[config.mk]
export PLATFORM = sky130hd
export DESIGN_NAME = uart_hd
export DESIGN_NICKNAME = d
export VERILOG_FILES = /design/src/hdl/uart_hd.v
export VERILOG_INCLUDE_DIRS = /design/src /design/src/pkg
export SDC_FILE = /design/constraint.sdc
export NUM_CORES = 1
export LEC_CHECK = 0
export BUFFER_PORTS_ARGS = -buffer_cell sky130_fd_sc_hd__buf_2
export CORE_AREA = 2 2 114 160
export DETAILED_ROUTE_END_ITERATION = 16
export DIE_AREA = 0 0 116 162
export PLACE_DENSITY = 0.53
export SLEW_MARGIN = 0
export SYNTH_ARGS = -nofsm -noshare
export SYNTH_HDL_FRONTEND = slang
export SYNTH_SLANG_ARGS = --single-unit
[constraint.sdc]
create_clock -name core_clk -period 8.8 [get_ports core_clk]
set_input_delay 0.88 -clock core_clk [delete_from_list [all_inputs] [get_ports core_clk]]
set_output_delay 0.88 -clock core_clk [all_outputs]
set_load 0.05 [all_outputs]
[src/pkg/uart_hd_map.vh]
// register map, field positions, reset values and timing constants of the half-duplex uart
`ifndef UART_HD_MAP_VH
`define UART_HD_MAP_VH
// byte addresses (printed offsets are not multiples of four: index times four)
`define DATA_PORT_IDX    8'hd6
`define CTRL_STAT_IDX    8'hd7
`define IRQ_STATUS_IDX   8'hd8
`define IRQ_ENABLE_IDX   8'hd9
`define IRQ_CLEAR_IDX    8'hda
// control/status fields
`define RX_READY_BIT     7
`define TX_EMPTY_BIT     6
`define RX_IRQ_EN_BIT    5
`define TX_IRQ_EN_BIT    4
`define BAUD_MSB         3
`define BAUD_LSB         1
`define NINTH_BIT        0
`define CTRL_RESET       8'h00
// irq status bits
`define EV_RX_DONE       0
`define EV_TX_DONE       1
`define EV_RX_ABORT      2
// divisors of the internal clock per bit time, codes 000..110
`define DIV_0            13'd6656
`define DIV_1            13'd3328
`define DIV_2            13'd1664
`define DIV_3            13'd832
`define DIV_4            13'd416
`define DIV_5            13'd256
`define DIV_6            13'd208
// oversampling: eight states per bit, votes at states 3,4,5
`define STATES_PER_BIT   3'd7
`define VOTE_A           3'd3
`define VOTE_B           3'd4
`define VOTE_C           3'd5
`define FRAME_DATA_BITS  4'd9
// bit slots of a frame: 0 start, 1..9 data, 10 stop
`define NINTH_SLOT       4'd9
`define FRAME_LAST_SLOT  4'd10
`endif

[src/hdl/uart_hd.v]
// half-duplex uart with baud divider, receive buffer and avalon-mm register slave
//
// Operation
// - while not transmitting, watch rx input for a falling edge as possible start
// - after the edge let one bit time of eight states pass, then shift bits
// - received ninth bit overwrites the ninth-bit control bit
// - after nine bits wait one stop bit time, then move character into buffer
// - set receiver-ready when buffer loads; interrupt if receive interrupt enabled
// - transmit start during reception abandons reception
// - baud code 0..6 divides clock by 6656..208; code 7 reserved
// - baud code change takes effect immediately, even mid-character
// - data register write loads shifter, starts transmission, clears transmitter-empty
// - data register read returns receive buffer; no read-modify-write
// - receiver-ready clears on written zero; written one sets it and interrupts
// - transmitter-empty sets after full character sent; clears on zero or data write
// - receive interrupt enable gates receive interrupt, leaves flag alone
// - transmit interrupt enable gates transmit interrupt, leaves flag alone
// - control bit 0 gives transmitted ninth bit; reads back received ninth bit
// - divided clock is eight per bit; bits decided by two-of-three vote
// - frame is low start, eight data lsb first, ninth bit, high stop
// - serial output is inverted at the pin
//
// Added by the designer: the Avalon-MM interface to the registers.
`timescale 1ns/1ps
`default_nettype none
`include "uart_hd_map.vh"
module uart_hd (
  input  wire        core_clk,            // 50 MHz clock
  input  wire        rst,                 // async reset, active high
  input  wire [9:0]  avs_address,         // byte address
  input  wire        avs_read,            // read request
  input  wire        avs_write,           // write request
  input  wire [31:0] avs_writedata,       // write data
  input  wire [3:0]  avs_byteenable,      // byte lanes
  output reg  [31:0] avs_readdata,        // read data, registered
  output wire        avs_waitrequest,     // stall until answer phase
  input  wire        rx_in,               // serial receive line
  output reg         tx_pin_n,            // inverted serial output
  output reg         serial_output_select,// high while uart owns tx pin
  output wire        irq                  // level interrupt
);
  localparam S_IDLE = 2'd0;
  localparam S_RX   = 2'd1;
  localparam S_TX   = 2'd2;

  reg  [7:0]  ctrl_q;
  reg  [7:0]  rx_buf_q;
  reg  [2:0]  ev_stat_q;
  reg  [2:0]  ev_en_q;
  reg  [1:0]  state_q;
  reg  [12:0] div_q;
  reg  [2:0]  phase_q;
  reg  [3:0]  bitn_q;
  reg  [9:0]  shift_q;
  reg  [8:0]  tx_q;
  reg  [2:0]  vote_q;
  reg         rx_prev_q;
  reg         ack_q;

  // bit time divided by eight gives one state length
  function [12:0] state_len;
    input [2:0] code;
    begin
      case (code)
        3'd0: state_len = `DIV_0 >> 3;
        3'd1: state_len = `DIV_1 >> 3;
        3'd2: state_len = `DIV_2 >> 3;
        3'd3: state_len = `DIV_3 >> 3;
        3'd4: state_len = `DIV_4 >> 3;
        3'd5: state_len = `DIV_5 >> 3;
        default: state_len = `DIV_6 >> 3; // reserved code runs at the fastest rate
      endcase
    end
  endfunction

  // two-of-three majority
  function maj3;
    input [2:0] v;
    begin
      maj3 = (v[0] & v[1]) | (v[0] & v[2]) | (v[1] & v[2]);
    end
  endfunction

  // line level to pin level; the pin is inverted so one transistor can buffer it
  function line_to_pin;
    input line;
    begin
      line_to_pin = ~line;
    end
  endfunction

  // match of one register index against the full byte address
  function reg_hit;
    input [9:0] addr;
    input [7:0] idx;
    begin
      reg_hit = (addr == {idx, 2'b00});
    end
  endfunction

  // bus decode; one wait cycle then the answer edge
  // the stall gives the read mux a whole cycle, so software sees one fixed latency
  wire        req      = avs_read | avs_write;
  assign avs_waitrequest = req & ~ack_q;
  wire        wr0      = avs_write & ack_q & avs_byteenable[0];
  wire [7:0]  wd       = avs_writedata[7:0];
  wire        hit_data = reg_hit(avs_address, `DATA_PORT_IDX);
  wire        hit_ctrl = reg_hit(avs_address, `CTRL_STAT_IDX);
  wire        hit_stat = reg_hit(avs_address, `IRQ_STATUS_IDX);
  wire        hit_en   = reg_hit(avs_address, `IRQ_ENABLE_IDX);
  wire        hit_clr  = reg_hit(avs_address, `IRQ_CLEAR_IDX);
  wire        tx_start = wr0 & hit_data;
  wire        ctrl_wr  = wr0 & hit_ctrl;

  // state tick: eight ticks per bit time; baud code read live
  wire [12:0] len      = state_len(ctrl_q[`BAUD_MSB:`BAUD_LSB]);
  wire        tick     = (div_q >= len - 13'd1);
  wire        bit_end  = tick && phase_q == `STATES_PER_BIT;
  wire [2:0]  votes    = {vote_q[1:0], rx_in};
  wire        rx_bit   = maj3(vote_q);
  wire        rx_edge  = state_q == S_IDLE && rx_prev_q && !rx_in;
  wire        rx_last  = state_q == S_RX && bit_end && bitn_q == `FRAME_LAST_SLOT;
  wire        rx_done  = rx_last && !tx_start;
  wire        tx_done  = state_q == S_TX && bit_end && bitn_q == `FRAME_LAST_SLOT;
  wire        rx_abort = state_q == S_RX && tx_start;

  // avalon handshake ack
  always @(posedge core_clk or posedge rst) begin
    if (rst) begin
      ack_q <= 1'b0;
    end else begin
      ack_q <= req & ~ack_q;
    end
  end

  reg  [31:0] rdata_d;

  // read mux; unmapped addresses and unused bits read zero
  always @* begin
    rdata_d = 32'h0000_0000;
    if (hit_data)
      rdata_d[7:0] = rx_buf_q;
    else if (hit_ctrl)
      rdata_d[7:0] = ctrl_q;
    else if (hit_stat)
      rdata_d[2:0] = ev_stat_q;
    else if (hit_en)
      rdata_d[2:0] = ev_en_q;
  end

  // read data taken in the stall cycle and held until the next read
  always @(posedge core_clk or posedge rst) begin
    if (rst) begin
      avs_readdata <= 32'h0000_0000;
    end else if (avs_read & ~ack_q) begin
      avs_readdata <= rdata_d;
    end
  end

  reg  [12:0] div_d;
  reg  [2:0]  phase_d;

  // divider next value; comparing against at least the length keeps a baud
  // change mid-count from running the counter past its end
  always @* begin
    div_d   = div_q + 13'd1;
    phase_d = phase_q;
    if (tx_start || rx_edge) begin
      div_d   = 13'h0000;
      phase_d = 3'h0;
    end else if (tick) begin
      div_d   = 13'h0000;
      phase_d = phase_q + 3'd1;
    end
  end

  // divider and state counter; restart aligned on frame starts
  always @(posedge core_clk or posedge rst) begin
    if (rst) begin
      div_q   <= 13'h0000;
      phase_q <= 3'h0;
    end else begin
      div_q   <= div_d;
      phase_q <= phase_d;
    end
  end

  reg  [1:0]  state_d;
  reg  [3:0]  bitn_d;

  // frame sequencer: receive and transmit share the divider and bit counter, not the shifter
  always @* begin
    state_d = state_q;
    bitn_d  = bitn_q;
    case (state_q)
      S_IDLE: begin
        if (rx_edge) begin
          state_d = S_RX;
          bitn_d  = 4'h0;
        end
      end
      S_RX: begin
        if (bit_end) begin
          bitn_d = bitn_q + 4'd1;
          if (bitn_q == `FRAME_LAST_SLOT)
            state_d = S_IDLE;
        end
      end
      S_TX: begin
        if (bit_end) begin
          bitn_d = bitn_q + 4'd1;
          if (bitn_q == `FRAME_LAST_SLOT)
            state_d = S_IDLE;
        end
      end
      default: begin
        state_d = S_IDLE;
      end
    endcase
    // transmit has priority; a frame being received is simply dropped
    if (tx_start) begin
      state_d = S_TX;
      bitn_d  = 4'h0;
    end
  end

  // sequencer state and bit slot
  always @(posedge core_clk or posedge rst) begin
    if (rst) begin
      state_q <= S_IDLE;
      bitn_q  <= 4'h0;
    end else begin
      state_q <= state_d;
      bitn_q  <= bitn_d;
    end
  end

  // line history and vote samples run in every state, so an edge right
  // after a transmit frame is still caught
  always @(posedge core_clk or posedge rst) begin
    if (rst) begin
      rx_prev_q <= 1'b1;
      vote_q    <= 3'h0;
    end else begin
      rx_prev_q <= rx_in;
      if (tick && (phase_q == `VOTE_A || phase_q == `VOTE_B || phase_q == `VOTE_C))
        vote_q <= votes;
    end
  end

  // receive shifter and buffer; an abandoned frame leaves the buffer alone
  always @(posedge core_clk or posedge rst) begin
    if (rst) begin
      shift_q  <= 10'h000;
      rx_buf_q <= 8'h00;
    end else if (state_q == S_RX && bit_end && !tx_start) begin
      if (bitn_q >= 4'd1 && bitn_q <= `FRAME_DATA_BITS)
        shift_q <= {rx_bit, shift_q[9:1]};
      if (rx_done)
        rx_buf_q <= shift_q[8:1];
    end
  end

  // transmit shifter: loaded on a data write, one place at the end of each bit slot after the start slot
  always @(posedge core_clk or posedge rst) begin
    if (rst) begin
      tx_q <= 9'h000;
    end else if (tx_start) begin
      tx_q <= {ctrl_q[`NINTH_BIT], wd};
    end else if (state_q == S_TX && bit_end && bitn_q >= 4'd1) begin
      tx_q <= {1'b1, tx_q[8:1]};
    end
  end

  reg         pin_d;
  reg         sel_d;

  // pin and select next value; the pin rests at line high between frames
  always @* begin
    pin_d = tx_pin_n;
    sel_d = serial_output_select;
    case (state_q)
      S_IDLE: begin
        pin_d = line_to_pin(1'b1);
      end
      S_TX: begin
        sel_d = 1'b1;
        if (bit_end) begin
          if (bitn_q == `NINTH_SLOT)
            pin_d = line_to_pin(1'b1);
          else if (bitn_q == 4'd0)
            pin_d = line_to_pin(tx_q[0]);
          else if (bitn_q < `NINTH_SLOT)
            pin_d = line_to_pin(tx_q[1]);
          if (bitn_q == `FRAME_LAST_SLOT)
            sel_d = 1'b0;
        end
      end
      default: begin
        sel_d = serial_output_select;
      end
    endcase
    // a data write always restarts a transmit frame with a start bit
    if (tx_start) begin
      pin_d = line_to_pin(1'b0);
      sel_d = 1'b1;
    end
  end

  // pin and select flip-flops; the pin never glitches between states
  always @(posedge core_clk or posedge rst) begin
    if (rst) begin
      tx_pin_n             <= 1'b0;
      serial_output_select <= 1'b0;
    end else begin
      tx_pin_n             <= pin_d;
      serial_output_select <= sel_d;
    end
  end

  reg  [7:0]  ctrl_d;

  // control next value; link events come after the software write, so a
  // flag set in the same cycle as a write is never lost
  always @* begin
    ctrl_d = ctrl_q;
    if (ctrl_wr) begin
      ctrl_d[`RX_READY_BIT]       = wd[`RX_READY_BIT];
      ctrl_d[`TX_EMPTY_BIT]       = wd[`TX_EMPTY_BIT];
      ctrl_d[`RX_IRQ_EN_BIT]      = wd[`RX_IRQ_EN_BIT];
      ctrl_d[`TX_IRQ_EN_BIT]      = wd[`TX_IRQ_EN_BIT];
      ctrl_d[`BAUD_MSB:`BAUD_LSB] = wd[`BAUD_MSB:`BAUD_LSB];
      ctrl_d[`NINTH_BIT]          = wd[`NINTH_BIT];
    end
    if (tx_start)
      ctrl_d[`TX_EMPTY_BIT] = 1'b0;
    if (rx_done) begin
      ctrl_d[`RX_READY_BIT] = 1'b1;
      ctrl_d[`NINTH_BIT]    = shift_q[9];
    end
    if (tx_done)
      ctrl_d[`TX_EMPTY_BIT] = 1'b1;
  end

  // control register: flags, enables, baud code, ninth bit
  always @(posedge core_clk or posedge rst) begin
    if (rst) begin
      ctrl_q <= `CTRL_RESET;
    end else begin
      ctrl_q <= ctrl_d;
    end
  end

  reg  [2:0]  ev_stat_d;
  reg  [2:0]  ev_en_d;
  wire [2:0]  ev_set   = {rx_abort, tx_done, rx_done};

  // write-one clear first, then new events: set wins over a clear
  always @* begin
    ev_stat_d = ev_stat_q;
    ev_en_d   = ev_en_q;
    if (wr0 & hit_clr)
      ev_stat_d = ev_stat_d & ~wd[2:0];
    ev_stat_d = ev_stat_d | ev_set;
    if (wr0 & hit_en)
      ev_en_d = wd[2:0];
  end

  // sticky event status and its enables
  always @(posedge core_clk or posedge rst) begin
    if (rst) begin
      ev_stat_q <= 3'h0;
      ev_en_q   <= 3'h0;
    end else begin
      ev_stat_q <= ev_stat_d;
      ev_en_q   <= ev_en_d;
    end
  end

  // interrupt: control flags gated by their enables, plus event status gated by event enables
  assign irq = (ctrl_q[`RX_READY_BIT] & ctrl_q[`RX_IRQ_EN_BIT])
             | (ctrl_q[`TX_EMPTY_BIT] & ctrl_q[`TX_IRQ_EN_BIT])
             | |(ev_stat_q & ev_en_q);
endmodule
`default_nettype wire

==> flow_summary.yaml <==
status:
  status: "finished clean"
timing:
  fmax_mhz: 310.5
  tns_ps: 0
  skew_ps: 7.477
  worst_pin_slew_ps: 989.8
  rsz0062_at_grt: "false"
  hold_viol: 0
  finalMaxSlewViolations: 0
  fin_crit_sh_pct: 36.60
  max_slew_margin_pct: 34.01
  period_needed_ps: 3221
  finalSetupViolCount: 0
yosys:
  yosys_warnings: 0
  ys_types: 56
  netlist_top_cells_area: "dfrtp_1 45%, ha_1 7.4%, mux2_2 5.8%"
  netlist_instances: 411
  synth-async-reset-ratio_pct: 100.0
  synth.most_common_cell: "dfrtp_1"
  avgSynthCellArea_um2: 10.32
  seq_area_frac_synth_pct: 45.44
  ys.flop_type: "dfrtp_1"
  yosys-top-cells-count: "76 x dfrtp_1, 46 x nand2_1, 39 x nor2_1"
  yosysTopAreaCell: "dfrtp_1"
  synth_top_area_share_pct: 44.82
  syn_area_um2: 4243
  synth_edf_count: 0
  ys_seq_elements: 77
clock_network:
  cts-root-buf: "clkbuf_16"
  clk_path_buf_depth: 2
  clock_latency_ps: 330
  cts_sinks: 77
  post_cts_resized: 0
  path_clk_slew_ps: 60
  postCtsSetupRepairBufs: 0
  cts_buffers: 9
  htree_levels: 3
  cts_tree: "built"
  hold_buffers: 0
floorplanning:
  core_region_area_um2: 17260
  fp.dieW_um: 116
  dieArea_um2: 18790
  fp.dieH_um: 162
  std_cell_rows: 57
  initial_core_util_pct: 24.58
  io_pins: 87
cells_and_area:
  drive_gt1_share_pct: 20.53
  diodes: 0
  fill_cells: 1838
  final_nets: 524
  seq_area_um2: 1928
  area_delta_synth_final_pct: 15.57
  multi_input_area_um2: 2125
setup_path:
  max_stage_delay_ps: 660
  worstPathRequired_ps: 9010
  start_kind: "flop"
  cp_num_buf_inv: 1
  slowest_stage: "nor3_2"
  path_max_fanout: 12
  cp.arrival_ps: 3430
  crit_path_end_kind: "flop"
  path_cells: "inv_1 > nor2_1 > a22o_1 > ha_1 > o21ai_1 > a2111o_1 > o22ai_2 > nor2_2 > nor3_2 > mux2_2"
  crit_type: "reg -> reg"
  cp_top_family: "simple AND/OR/NAND/NOR gates"
placed_design:
  dp_hpwl_mm: 6.916
  gp_congestion: 0.7767
  portBuffers: 35
power_and_ir_drop:
  vdd_ir_drop_max_v: 0.00008007
  p_total_uw: 871.3
  pwr_density_cell_nw_per_um2: 177.7
  p_leak_uw: 0.002423
route:
  via_per_inst: 4.338
  first_pass_iters: 4
  via_count: 2989
  wire_per_inst_um: 13.39
  wl_mm: 9.228
  drt-initial-drc-count: 180
  drc: 0
  ant_nets: 0
global_routing:
  antenna_found_initial: 0
  grt_overflow: 0
  grt_max_degree: 78
  grt_usage_pct: 10.31
  grt_pass1_vias: 3026
  grt_pass1_wl_mm: 15.08
run:
  cap_violations: 0
min_path:
  hold_class: "reg -> reg"
[logic make-up (layout without fill, tap and decap cells)]
group | after synthesis | count (layout) | share of synthesized area [%]
AO/OA/AOI/OAI | 64 | 64 | 10.32
XOR/XNOR | 14 | 14 | 2.890
adder cells (fa/ha/maj) | 26 | 26 | 7.608
buffers and inverters | 50 | 67 | 6.842
flip-flops | 77 | 77 | 45.44
multiplexers | 43 | 43 | 11.74
other | 2 | 27 | 0.1770
AND/OR/NAND/NOR | 135 | 135 | 14.98
[cell usage in the layout, fill, tap and decap left out, drive strengths merged, types with 6 or more instances in the layout]
cell type	instances
a21oi	8
a22oi	7
and3	7
buf	37
clkbuf	13
conb	27
dfrtp	76
ha	25
inv	14
mux2	30
mux2i	13
nand2	46
nand3	10
nor2	40
nor3	6
o21ai	22
xnor2	6
xor2	8
[report_power, final]
part / total [uW] / internal, uW / switching, uW / leakage [uW]
Combinational: 107 / 33.5 / 73.3 / 0.00121
Clock: 381 / 242 / 139 / 0.000152
Sequential: 383 / 368 / 15.4 / 0.00106
[through the flow]
step | std cells | hold slack, ps | util, % | area, um^2 | worst slack, ps
global placement | 673 | 459.4 | 26.60 | 4591 | 5634
floorplan | 436 | 456.2 | - | 4337 | 5911
global route | 689 | 504.5 | 28.41 | 4903 | 5339
CTS | 689 | 480.5 | 28.41 | 4903 | 5542
finish | 689 | 475.9 | 28.41 | 4903 | 5579
detailed placement | 673 | 467.1 | 26.60 | 4591 | 5563
[registers in the layout, summed over array words and instances, names as in the netlist, 2 cells and up]
register,flops
avs_readdata,8
bitn_q,4
ctrl_q,8
div_q,13
ev_en_q,3
ev_stat_q,3
phase_q,3
rx_buf_q,8
shift_q,9
state_q,2
tx_q,9
vote_q,3
[final timing paths]
kind | slack (ps) | startpoint | to | depth (start not counted)
worst min-delay path | 480 | avs_readdata[0] | avs_readdata[0] | 1
min in group asynchronous | 840 | rst | avs_readdata[6] | 3
worst max-delay path | 5580 | ctrl_q[2] | shift_q[7] | 10
worst min register to register | 480 | avs_readdata[0] | avs_readdata[0] | 1
max in group asynchronous | 7310 | rst | tx_q[2] | 3
worst max register to register | 5580 | ctrl_q[2] | shift_q[7] | 10
[area by class of cell]
class | count | area share (%)
multi-input cells | 309 | 43.33
flip-flops and latches | 77 | 39.32
well taps | 236 | 6.022
clock buffers | 13 | 5.512
repair buffers | 37 | 3.879
inverters | 14 | 1.072
clock inverters | 3 | 0.8676
[per-layer routing]
layer	GRT usage [%]	part of all wire, %
met1	11.54	41
met2	18.47	52
met3	2.612	4.9
met4	4.004	1.7
met5	0	0
[worst register-to-register path: stages, from the launching register on]
cell and delay, ps:
dfrtp_1 470, inv_1 90, nor2_1 230, a22o_1 170
ha_1 160, o21ai_1 80, a2111o_1 420, o22ai_2 210
nor2_2 180, nor3_2 660, mux2_2 420
No activity file was read; power rests on OpenSTA's default activity.
